## config.mk

```make
export PLATFORM = sky130hd
export DESIGN_NAME = eip_top
export DESIGN_NICKNAME = d
export VERILOG_FILES = /design/src/rtl/eip_pkg.sv /design/src/rtl/eip_top.sv
export VERILOG_INCLUDE_DIRS = /design/src /design/src/rtl
export SDC_FILE = /design/constraint.sdc
export NUM_CORES = 1
export LEC_CHECK = 0
export BUFFER_PORTS_ARGS = -buffer_cell sky130_fd_sc_hd__buf_2
export CORE_ASPECT_RATIO = 1.2
export CORE_MARGIN = 2
export CORE_UTILIZATION = 40
export DETAILED_ROUTE_END_ITERATION = 16
export HOLD_SLACK_MARGIN = 0.05
export MAX_ROUTING_LAYER = met4
export PLACE_DENSITY = 0.77
export SYNTH_ARGS = -nofsm -noshare
export SYNTH_HDL_FRONTEND = slang
export SYNTH_SLANG_ARGS = --single-unit
export TNS_END_PERCENT = 5
```

## constraint.sdc

```tcl
create_clock -name clk -period 2.45 [get_ports clk]
set_input_delay 0.3675 -clock clk [delete_from_list [all_inputs] [get_ports clk]]
set_output_delay 0.3675 -clock clk [all_outputs]
set_load 0.05 [all_outputs]
```

## src/rtl/eip_defs.svh

```systemverilog
// Purpose: constants for the external interrupt and priority block
// Assumes: apb with 32-bit data, register index times four is the byte address
// Notes: every offset, field position, reset value and width lives here
//
// Summary of operation
// - priority register at index 0xf7, reachable from all pages, resets to zero.
// - priority bit 7 high puts the cipher interrupt at high priority; the code holds bit 7 at zero, as the writable mask is 0x0f.
// - priority bit 6 high puts the encoder interrupt at high priority; the code holds bit 6 at zero, as the writable mask is 0x0f.
// - priority bit 5 high puts the dma interrupt at high priority; the code holds bit 5 at zero, as the writable mask is 0x0f.
// - priority bit 4 high puts the pulse counter interrupt at high priority; the code holds bit 4 at zero, as the writable mask is 0x0f.
// - priority bit 3 high puts the second spi interrupt at high priority.
// - priority bit 2 high puts the oscillator fail interrupt at high priority.
// - priority bit 1 high puts the port match interrupt at high priority.
// - priority bit 0 high puts the supply warning interrupt at high priority.
// - each external input has its own active high or low polarity bit.
// - edge mode bit in timer control: one is edge, zero is level.
// - edge mode and polarity give falling, rising, low and high detection.
// - each input comes from the pin chosen in config, independent of crossbar.
// - the input logic only observes its pin, never drives it.
// - pending flags sit in timer control bit 1 and bit 3.
// - edge mode pending flag clears when the cpu vectors to the routine.
// - level mode pending flag follows the input's active level.
// - three-bit select: codes 0 to 5 port 0 pins, 6 and 7 port 1.
// - config at index 0xe4: b polarity bit 7, a polarity bit 3, selects below.
`ifndef EIP_DEFS_SVH
`define EIP_DEFS_SVH

`define EIP_ADDR_W 12
`define EIP_DATA_W 32
`define EIP_REG_W 8

// register indices, byte address is index times four
`define EIP_PRIO_IDX 10'h0f7
`define EIP_CFG_IDX 10'h0e4
`define EIP_TIMER_CONTROL_REG_IDX 10'h0c0

// reset values
`define EIP_PRIO_RST 8'h00
`define EIP_CFG_RST 8'h01
`define EIP_TIMER_CONTROL_REG_RST 8'h00

// priority register writable mask
`define EIP_PRIO_RW_MASK 8'h0f

// config fields
`define EIP_CFG_B_POL 7
`define EIP_CFG_B_SEL_HI 6
`define EIP_CFG_B_SEL_LO 4
`define EIP_CFG_A_POL 3
`define EIP_CFG_A_SEL_HI 2
`define EIP_CFG_A_SEL_LO 0

// timer control fields
`define EIP_TIMER_CONTROL_REG_A_EDGE 0
`define EIP_TIMER_CONTROL_REG_A_PEND 1
`define EIP_TIMER_CONTROL_REG_B_EDGE 2
`define EIP_TIMER_CONTROL_REG_B_PEND 3

// pin select codes from this value onward use port 1
`define EIP_SEL_PORT1_FIRST 3'h6

`endif

```

## src/rtl/eip_pkg.sv

```systemverilog
// Purpose: types for the external interrupt and priority block
// Assumes: eip_defs.svh on the include path
// Notes: carriers for the apb request, response and block outputs
`include "eip_defs.svh"

package eip_pkg;

  typedef enum logic [1:0] {
    EIP_ST_IDLE = 2'b00,
    EIP_ST_RESP = 2'b01
  } eip_apb_st_t;

  typedef struct packed {
    logic psel;
    logic penable;
    logic pwrite;
    logic [`EIP_ADDR_W-1:0] paddr;
    logic [`EIP_DATA_W-1:0] pwdata;
    logic [3:0] pstrb;
  } eip_apb_req_t;

  typedef struct packed {
    logic pready;
    logic [`EIP_DATA_W-1:0] prdata;
    logic pslverr;
  } eip_apb_rsp_t;

  typedef struct packed {
    logic cipher_irq_high_prio;
    logic encoder_irq_high_prio;
    logic dma_irq_high_prio;
    logic pulse_counter_irq_high_prio;
    logic second_spi_irq_high_prio;
    logic osc_fail_irq_high_prio;
    logic port_match_irq_high_prio;
    logic supply_warning_irq_high_prio;
  } eip_prio_t;

  typedef struct packed {
    logic ext_irq_b_pending;
    logic ext_irq_a_pending;
  } eip_ext_pend_t;

endpackage

```

## src/rtl/eip_top.sv

```systemverilog
// Purpose: priority register and two external interrupt inputs behind apb
// Assumes: port pins synchronous enough to pass two flops, one clock clk
// Notes: one wait state on every apb access
//
// Local design decision: the APB interface to the registers.
`timescale 1ns/1ps
`include "eip_defs.svh"

//////////////////////////////////////////////////////////////////////////////
// one external interrupt channel
module eip_ext_chan
(
  input wire logic clk,
  input wire logic nrst,
  input wire logic [7:0] port0_in,
  input wire logic [7:0] port1_in,
  input wire logic [2:0] pin_select,
  input wire logic polarity,
  input wire logic edge_mode,
  input wire logic vector_ack,
  input wire logic sw_clear,
  output logic pending
);
  logic [2:0] sel_code;
  logic pin_sel;
  logic sync1_r;
  logic sync2_r;
  logic prev_r;
  logic pending_r;
  logic pending_nxt;
  logic cur_active;
  logic prev_active;
  logic edge_set;

  // pin choice, observe only
  assign sel_code = pin_select;
  assign pin_sel = (sel_code < `EIP_SEL_PORT1_FIRST) ? port0_in[sel_code] : port1_in[sel_code];

  // polarity folds into active level
  assign cur_active = ~(sync2_r ^ polarity);
  assign prev_active = ~(prev_r ^ polarity);
  assign edge_set = cur_active & ~prev_active;

  // set wins over clear
  assign pending_nxt = edge_mode ? (edge_set | (pending_r & ~vector_ack & ~sw_clear)) : cur_active;

  always_ff @(posedge clk or negedge nrst)
  begin
    if (!nrst)
    begin
      // inactive level of the reset polarity, no false request after reset
      sync1_r <= 1'b1;
      sync2_r <= 1'b1;
      prev_r <= 1'b1;
    end
    else
    begin
      sync1_r <= pin_sel;
      sync2_r <= sync1_r;
      prev_r <= sync2_r;
    end
  end

  always_ff @(posedge clk or negedge nrst)
  begin
    if (!nrst)
      pending_r <= 1'b0;
    else
      pending_r <= pending_nxt;
  end

  assign pending = pending_r;
endmodule

//////////////////////////////////////////////////////////////////////////////
// top: apb slave, registers, two channels
module eip_top
  import eip_pkg::*;
(
  input wire logic clk,
  input wire logic nrst,
  input wire eip_pkg::eip_apb_req_t apb_req,
  output eip_pkg::eip_apb_rsp_t apb_rsp,
  input wire logic [7:0] port0_in,
  input wire logic [7:0] port1_in,
  input wire logic ext_irq_a_vector_ack,
  input wire logic ext_irq_b_vector_ack,
  output eip_pkg::eip_prio_t irq_prio,
  output eip_pkg::eip_ext_pend_t ext_irq_pending
);
  import eip_pkg::*;

  //////////////////////////////////////////////////////////////////////////////
  // state and registers
  eip_apb_st_t st_r;
  eip_apb_st_t st_nxt;
  logic pready_r;
  logic pslverr_r;
  logic [`EIP_DATA_W-1:0] prdata_r;
  logic [`EIP_REG_W-1:0] secondary_interrupt_priority_r;
  logic [`EIP_REG_W-1:0] ext_irq_config_r;
  logic ext_irq_a_edge_mode_r;
  logic ext_irq_b_edge_mode_r;
  logic ext_irq_a_pending;
  logic ext_irq_b_pending;

  //////////////////////////////////////////////////////////////////////////////
  // address decode
  logic access;
  logic commit;
  logic wr_commit;
  logic lane0;
  logic hit_prio;
  logic hit_cfg;
  logic hit_timer_control_reg;
  logic hit_any;
  logic [`EIP_REG_W-1:0] timer_control_reg;
  logic [`EIP_REG_W-1:0] rd_byte;
  logic [`EIP_REG_W-1:0] wbyte;
  logic a_sw_clear;
  logic b_sw_clear;

  assign access = apb_req.psel & apb_req.penable;
  assign commit = access & (st_r == EIP_ST_RESP);
  assign wr_commit = commit & apb_req.pwrite & ~pslverr_r;
  assign lane0 = apb_req.pstrb[0];
  assign wbyte = apb_req.pwdata[`EIP_REG_W-1:0];

  assign hit_prio = (apb_req.paddr == {`EIP_PRIO_IDX, 2'b00});
  assign hit_cfg = (apb_req.paddr == {`EIP_CFG_IDX, 2'b00});
  assign hit_timer_control_reg = (apb_req.paddr == {`EIP_TIMER_CONTROL_REG_IDX, 2'b00});
  assign hit_any = hit_prio | hit_cfg | hit_timer_control_reg;

  assign timer_control_reg = {4'h0, ext_irq_b_pending, ext_irq_b_edge_mode_r, ext_irq_a_pending,
    ext_irq_a_edge_mode_r};

  assign rd_byte = hit_prio ? secondary_interrupt_priority_r :
    hit_cfg ? ext_irq_config_r :
    hit_timer_control_reg ? timer_control_reg : 8'h00;

  // writing zero to a pending bit clears it in edge mode
  assign a_sw_clear = wr_commit & hit_timer_control_reg & lane0 & ~wbyte[`EIP_TIMER_CONTROL_REG_A_PEND];
  assign b_sw_clear = wr_commit & hit_timer_control_reg & lane0 & ~wbyte[`EIP_TIMER_CONTROL_REG_B_PEND];

  //////////////////////////////////////////////////////////////////////////////
  // apb handshake, one wait state
  always_comb
  begin
    case (st_r)
      EIP_ST_IDLE: st_nxt = access ? EIP_ST_RESP : EIP_ST_IDLE;
      EIP_ST_RESP: st_nxt = EIP_ST_IDLE;
      default: st_nxt = EIP_ST_IDLE;
    endcase
  end

  always_ff @(posedge clk or negedge nrst)
  begin
    if (!nrst)
    begin
      st_r <= EIP_ST_IDLE;
      pready_r <= 1'b0;
      pslverr_r <= 1'b0;
      prdata_r <= 32'h0000_0000;
    end
    else
    begin
      st_r <= st_nxt;
      pready_r <= (st_nxt == EIP_ST_RESP);
      if (access && st_r == EIP_ST_IDLE)
      begin
        pslverr_r <= ~hit_any;
        prdata_r <= {24'h00_0000, rd_byte};
      end
      else if (st_r == EIP_ST_RESP)
      begin
        pslverr_r <= 1'b0;
      end
    end
  end

  assign apb_rsp.pready = pready_r;
  assign apb_rsp.pslverr = pslverr_r;
  assign apb_rsp.prdata = prdata_r;

  //////////////////////////////////////////////////////////////////////////////
  // register writes
  always_ff @(posedge clk or negedge nrst)
  begin
    if (!nrst)
    begin
      secondary_interrupt_priority_r <= `EIP_PRIO_RST;
      ext_irq_config_r <= `EIP_CFG_RST;
      ext_irq_a_edge_mode_r <= 1'b0;
      ext_irq_b_edge_mode_r <= 1'b0;
    end
    else if (wr_commit && lane0)
    begin
      if (hit_prio)
        secondary_interrupt_priority_r <= (secondary_interrupt_priority_r & ~`EIP_PRIO_RW_MASK) |
          (wbyte & `EIP_PRIO_RW_MASK);
      if (hit_cfg)
        ext_irq_config_r <= wbyte;
      if (hit_timer_control_reg)
      begin
        ext_irq_a_edge_mode_r <= wbyte[`EIP_TIMER_CONTROL_REG_A_EDGE];
        ext_irq_b_edge_mode_r <= wbyte[`EIP_TIMER_CONTROL_REG_B_EDGE];
      end
    end
  end

  // priority levels straight from the register
  assign irq_prio = secondary_interrupt_priority_r;

  //////////////////////////////////////////////////////////////////////////////
  // external interrupt channels
  eip_ext_chan u_chan_a
  (
    .clk(clk),
    .nrst(nrst),
    .port0_in(port0_in),
    .port1_in(port1_in),
    .pin_select(ext_irq_config_r[`EIP_CFG_A_SEL_HI:`EIP_CFG_A_SEL_LO]),
    .polarity(ext_irq_config_r[`EIP_CFG_A_POL]),
    .edge_mode(ext_irq_a_edge_mode_r),
    .vector_ack(ext_irq_a_vector_ack),
    .sw_clear(a_sw_clear),
    .pending(ext_irq_a_pending)
  );

  eip_ext_chan u_chan_b
  (
    .clk(clk),
    .nrst(nrst),
    .port0_in(port0_in),
    .port1_in(port1_in),
    .pin_select(ext_irq_config_r[`EIP_CFG_B_SEL_HI:`EIP_CFG_B_SEL_LO]),
    .polarity(ext_irq_config_r[`EIP_CFG_B_POL]),
    .edge_mode(ext_irq_b_edge_mode_r),
    .vector_ack(ext_irq_b_vector_ack),
    .sw_clear(b_sw_clear),
    .pending(ext_irq_b_pending)
  );

  assign ext_irq_pending.ext_irq_a_pending = ext_irq_a_pending;
  assign ext_irq_pending.ext_irq_b_pending = ext_irq_b_pending;
endmodule

```

* After elaboration in Yosys (flattened, before gate mapping)
Cells that the tools add are included.
Word-level totals: register bits after elaboration 37, latch bits 0, RAM bits 0, bits in read-only memories 0, word-level logic and storage cells 84, memories kept 0
Cells by class: add/sub/neg operators 0, multipliers 0, div/mod/pow operators 0, $lt $le $gt $ge 4, equality and inequality tests 5, shift-type cells 0, muxes and demuxes 19, bitwise gates (word level) 33, reductions and logical operators 7
Operators by type and width (count):
- 12-bit by 10-bit equality test with 1-bit output (second input constant) | 3
- 8-bit two-way mux | 2
- 1-bit bitwise AND | 14
- 1-bit binary-select mux with 3-bit select | 4
- 1-bit two-way mux | 12
- 1-bit inverter | 10
- 3-bit by 4-bit less-than comparator with 1-bit output (second input constant) | 2
- 8-bit by 4-bit OR with 8-bit output | 1
- 3-bit less-than comparator (second input constant) | 2
- 2-bit AND reduction | 3
- 4-bit two-way mux | 1
- 1-bit OR | 4
- 1-bit bitwise XOR | 4
- 1-bit equality test (second input constant) | 2
- 1-bit logical AND | 2
- 2-bit logical NOT | 1
- 2-bit nonzero test | 1

* Logic depth before layout (Yosys ltp)
depth after elaboration 11, depth in mapped cells 6

* Modules after synthesis
A second synthesis with hierarchy kept.
Second synthesis, totals: cell total of the unflattened synthesis 143, area total of the unflattened synthesis 1762.9 um^2
Modules (own cells, without submodules):
- eip_top | times used 1, cells each 119, area an instance 1337.5 um^2
- eip_ext_chan | times used 2, cells each 12, area an instance 212.7 um^2

* Least setup slack after synthesis
Ideal clock, no wire load.
kind input -> register, start input port apb_req[37] (netlist name), end register ext_irq_a_edge_mode_r, setup time 0.125 ns, data arrival time 1.473 ns, slack 0.852 ns, stages on the path 4, path buffers 0, cells stage by stage nor4_4 > and4b_2 > and3_2 > mux2_2
Between the ends: cells in the longest elaborated chain, start to end 2
RTL lines:
- from (decl) | RTL line eip_top.sv:82 | input wire eip_pkg::eip_apb_req_t apb_req,
- 12-bit by 10-bit equality test with 1-bit output | RTL line eip_top.sv:131 | assign hit_timer_control_reg = (apb_req.paddr == {`EIP_TIMER_CONTROL_REG_IDX, 2'b00});
- 2-bit AND reduction (no line)
- to (signal assigned) | RTL line eip_top.sv:205 | ext_irq_a_edge_mode_r <= wbyte[`EIP_TIMER_CONTROL_REG_A_EDGE];
- to (decl) | RTL line eip_top.sv:102 | logic ext_irq_a_edge_mode_r;
No other way between the ends. A chain may end at the register's enable or synchronous reset.

==> impl_metrics.tcl <==
set metrics [dict create \
    outcome "completed" \
    gp_congestion 0.808 \
    drive_gt1_frac 0.482 \
    synth.largest_area_cell "dfrtp_1" \
    fin_crit_ns 1.64 \
    cp_slowest_stage_delay_ns 0.40 \
    clk_pin_slew_ns 0.07 \
    die_h_um 76.2 \
    cp.arrival_ns 1.86 \
    wl_um 3400 \
    cp-end-kind "flip-flop" \
    ys_async_sr_fraction 1.00 \
    maxCapViolCount 0 \
    yosys_warnings 0 \
    pwr-share-comb 0.149 \
    io_pins 115 \
    grt_pass1_vias 1170 \
    diodes 0 \
    drtIter0Drc 32 \
    grt_remaining_overflow 0 \
    clockBufferDepth 2 \
    drt-pass1-iter-count 4 \
    finalNonFillerCells 249 \
    grt_max_degree 33 \
    via_per_inst 4.85 \
    drc 0 \
    core_area_mm2 0.00423 \
    grt_usage 0.152 \
    slowest_stage "dfrtp_1" \
    synthFlopType "dfrtp_1" \
    max_freq_ghz 0.608 \
    dp_cells 241 \
    switching_share 0.270 \
    p_clk_frac 0.425 \
    p_seq_frac 0.426 \
    ys_ff_latch 32 \
    cp_cell_sequence "nand3b_1, and3b_2, and3_1, a22o_1" \
    finalMaxSlewViolations 0 \
    port_buffers 51 \
    grt_setup_unrepaired "false" \
    fin_nets 263 \
    avgRoutedWirePerCell_um 13.6 \
    synthCells 141 \
    postCtsSetupRepairBufs 0 \
    finalSetupViolations 0 \
    area_delta_synth_final_pct 17.1 \
    slew-limit-headroom 0.533 \
    hold_viol 0 \
    yosysTopAreaCellShare 0.360 \
    dieArea_mm2 0.00489 \
    skew_ns 0.0110 \
    r2r_setup_slack_ns 0.81 \
    internal_power_w 0.000941 \
    worst_pin_slew_ns 0.700 \
    drtAntennaViolNets 0 \
    fillers 410 \
    placementRows 26 \
    clock-root-buffer "clkbuf_8" \
    whs_ns 0.122 \
    cts_tree "built" \
    p_leak_nw 1.04 \
    powerDensity_mw_per_mm2 634 \
    p_sw_w 0.000349 \
    ys_seq_area_frac 0.466 \
    synth_edf_count 0 \
    clock_latency_ns 0.29 \
    peakVddDrop_uv 345 \
    grt_first_pass_wirelength_um 5560 \
    fin_crit_sh 0.671 \
    synth.cell_area_mm2 0.00174 \
    cts_buffers 5 \
    die_w_um 64.2 \
    cp_max_fo 10 \
    post_cts_resized 0 \
    critPathLaunch "pready_r" \
    rr_worst_depth 4 \
    route.vias.total 1207 \
    grt_antenna_before_repair 0 \
    min_path_type "in -> async" \
    final_util 0.481 \
    r2r-end "prdata_r[6]" \
    crit_required_ns 2.67 \
    startpoint_type "flip-flop" \
    syn_area_per_cell_um2 12.3 \
    cts_max_level 2 \
    hold_buffers 0 \
    netlist_top_cells_area "dfrtp_1 (36%), buf_4 (14%), dfstp_2 (11%)" \
    clock_sinks 32 \
    dp_hpwl_um 2700 \
    fin_tns_setup_ns 0 \
    rr_startpoint "pready_r" \
    yosys.cell_types.count 35 \
    critical_path_class "reg -> reg" \
    start_util 0.411 \
]
[worst max path at each step]
stage | endpoint | slack, ns | cells after the start
2_1_floorplan | ext_irq_a_edge_mode_r | 0.85 | 4
3_3_place_gp | ext_irq_b_edge_mode_r | 0.64 | 5
3_5_place_dp | ext_irq_a_edge_mode_r | 0.62 | 5
4_1_cts | prdata_r[6] | 0.77 | 4
5_1_grt | prdata_r[7] | 0.63 | 4
6_report | prdata_r[6] | 0.81 | 4
[routing by layer]
| metal | vias to the layer above | routed length, um | GRT usage |
|---|---|---|---|
| li1 | 557 | - | - |
| met1 | 584 | 1420 | 0.183 |
| met2 | 61 | 1650 | 0.243 |
| met3 | 5 | 282 | 0.0487 |
| met4 | 0 | 44 | 0.0468 |
| met5 | - | 0 | - |
[critical path, delay by kind of cell (launching register included)]
family / cells / cell delay (ns)
simple gates: 3 / 1.02
compound gates: 1 / 0.16
flops: 1 / 0.40
[placed cells by master (no fill, tap or decap), types with 2 or more instances in the layout]
master,n
buf_2,51
conb_1,28
dfrtp_1,25
mux2_2,16
a22o_1,8
clkbuf_8,7
dfstp_2,7
nand2_1,5
nor2_1,4
a21oi_1,4
mux4_2,4
a22oi_1,4
o2bb2ai_1,4
inv_1,2
nor3_1,2
and3b_2,2
a311oi_1,2
[cell type report]
cell class                      instances  area (um^2)  area share
Clock buffer                            7         96.3      0.0474
Clock inverter                          1         30.0      0.0148
Multi-Input combinational cell        100          764       0.376
Tap cell                               56         70.1      0.0345
Sequential cell                        32          810       0.398
Inverter                                2         7.51     0.00369
Timing Repair Buffer                   51          255       0.126
[metrics by stage]
stage	area, um^2	total power (W)	setup WS (ns)
2_1_floorplan	1840	0.000740	0.852
3_3_place_gp	1910	0.000748	0.636
3_5_place_dp	1910	0.000751	0.619
4_1_cts	2030	0.00130	0.772
5_1_grt	2030	0.00133	0.627
6_report	2030	0.00129	0.806
[Yosys cell counts, types with 2 or more instances]
cell	instances
a22oi_1	4
a22o_1	8
nor2_1	4
and3b_2	2
o2bb2ai_1	4
dfrtp_1	25
mux4_2	4
buf_4	32
dfstp_2	7
mux2_2	16
inv_1	2
nand2_1	5
a311oi_1	2
a21oi_1	4
nor3_1	2
[cell families after synthesis]
family,share of synthesized area
buf+inv,0.152
simple gates,0.104
flops,0.466
mux,0.156
compound gates,0.110
xor+xnor,0.0101
other cells,0.00216
[power by group through the flow]
stage | Combinational [W] | Sequential, W | Clock (W)
floorplan | 0.000183 | 0.000557 | 0
global placement | 0.000190 | 0.000558 | 0
detailed placement | 0.000193 | 0.000559 | 0
CTS | 0.000193 | 0.000549 | 0.000557
global route | 0.000204 | 0.000551 | 0.000580
finish | 0.000192 | 0.000549 | 0.000548
No activity file was read; power rests on OpenSTA's default activity.
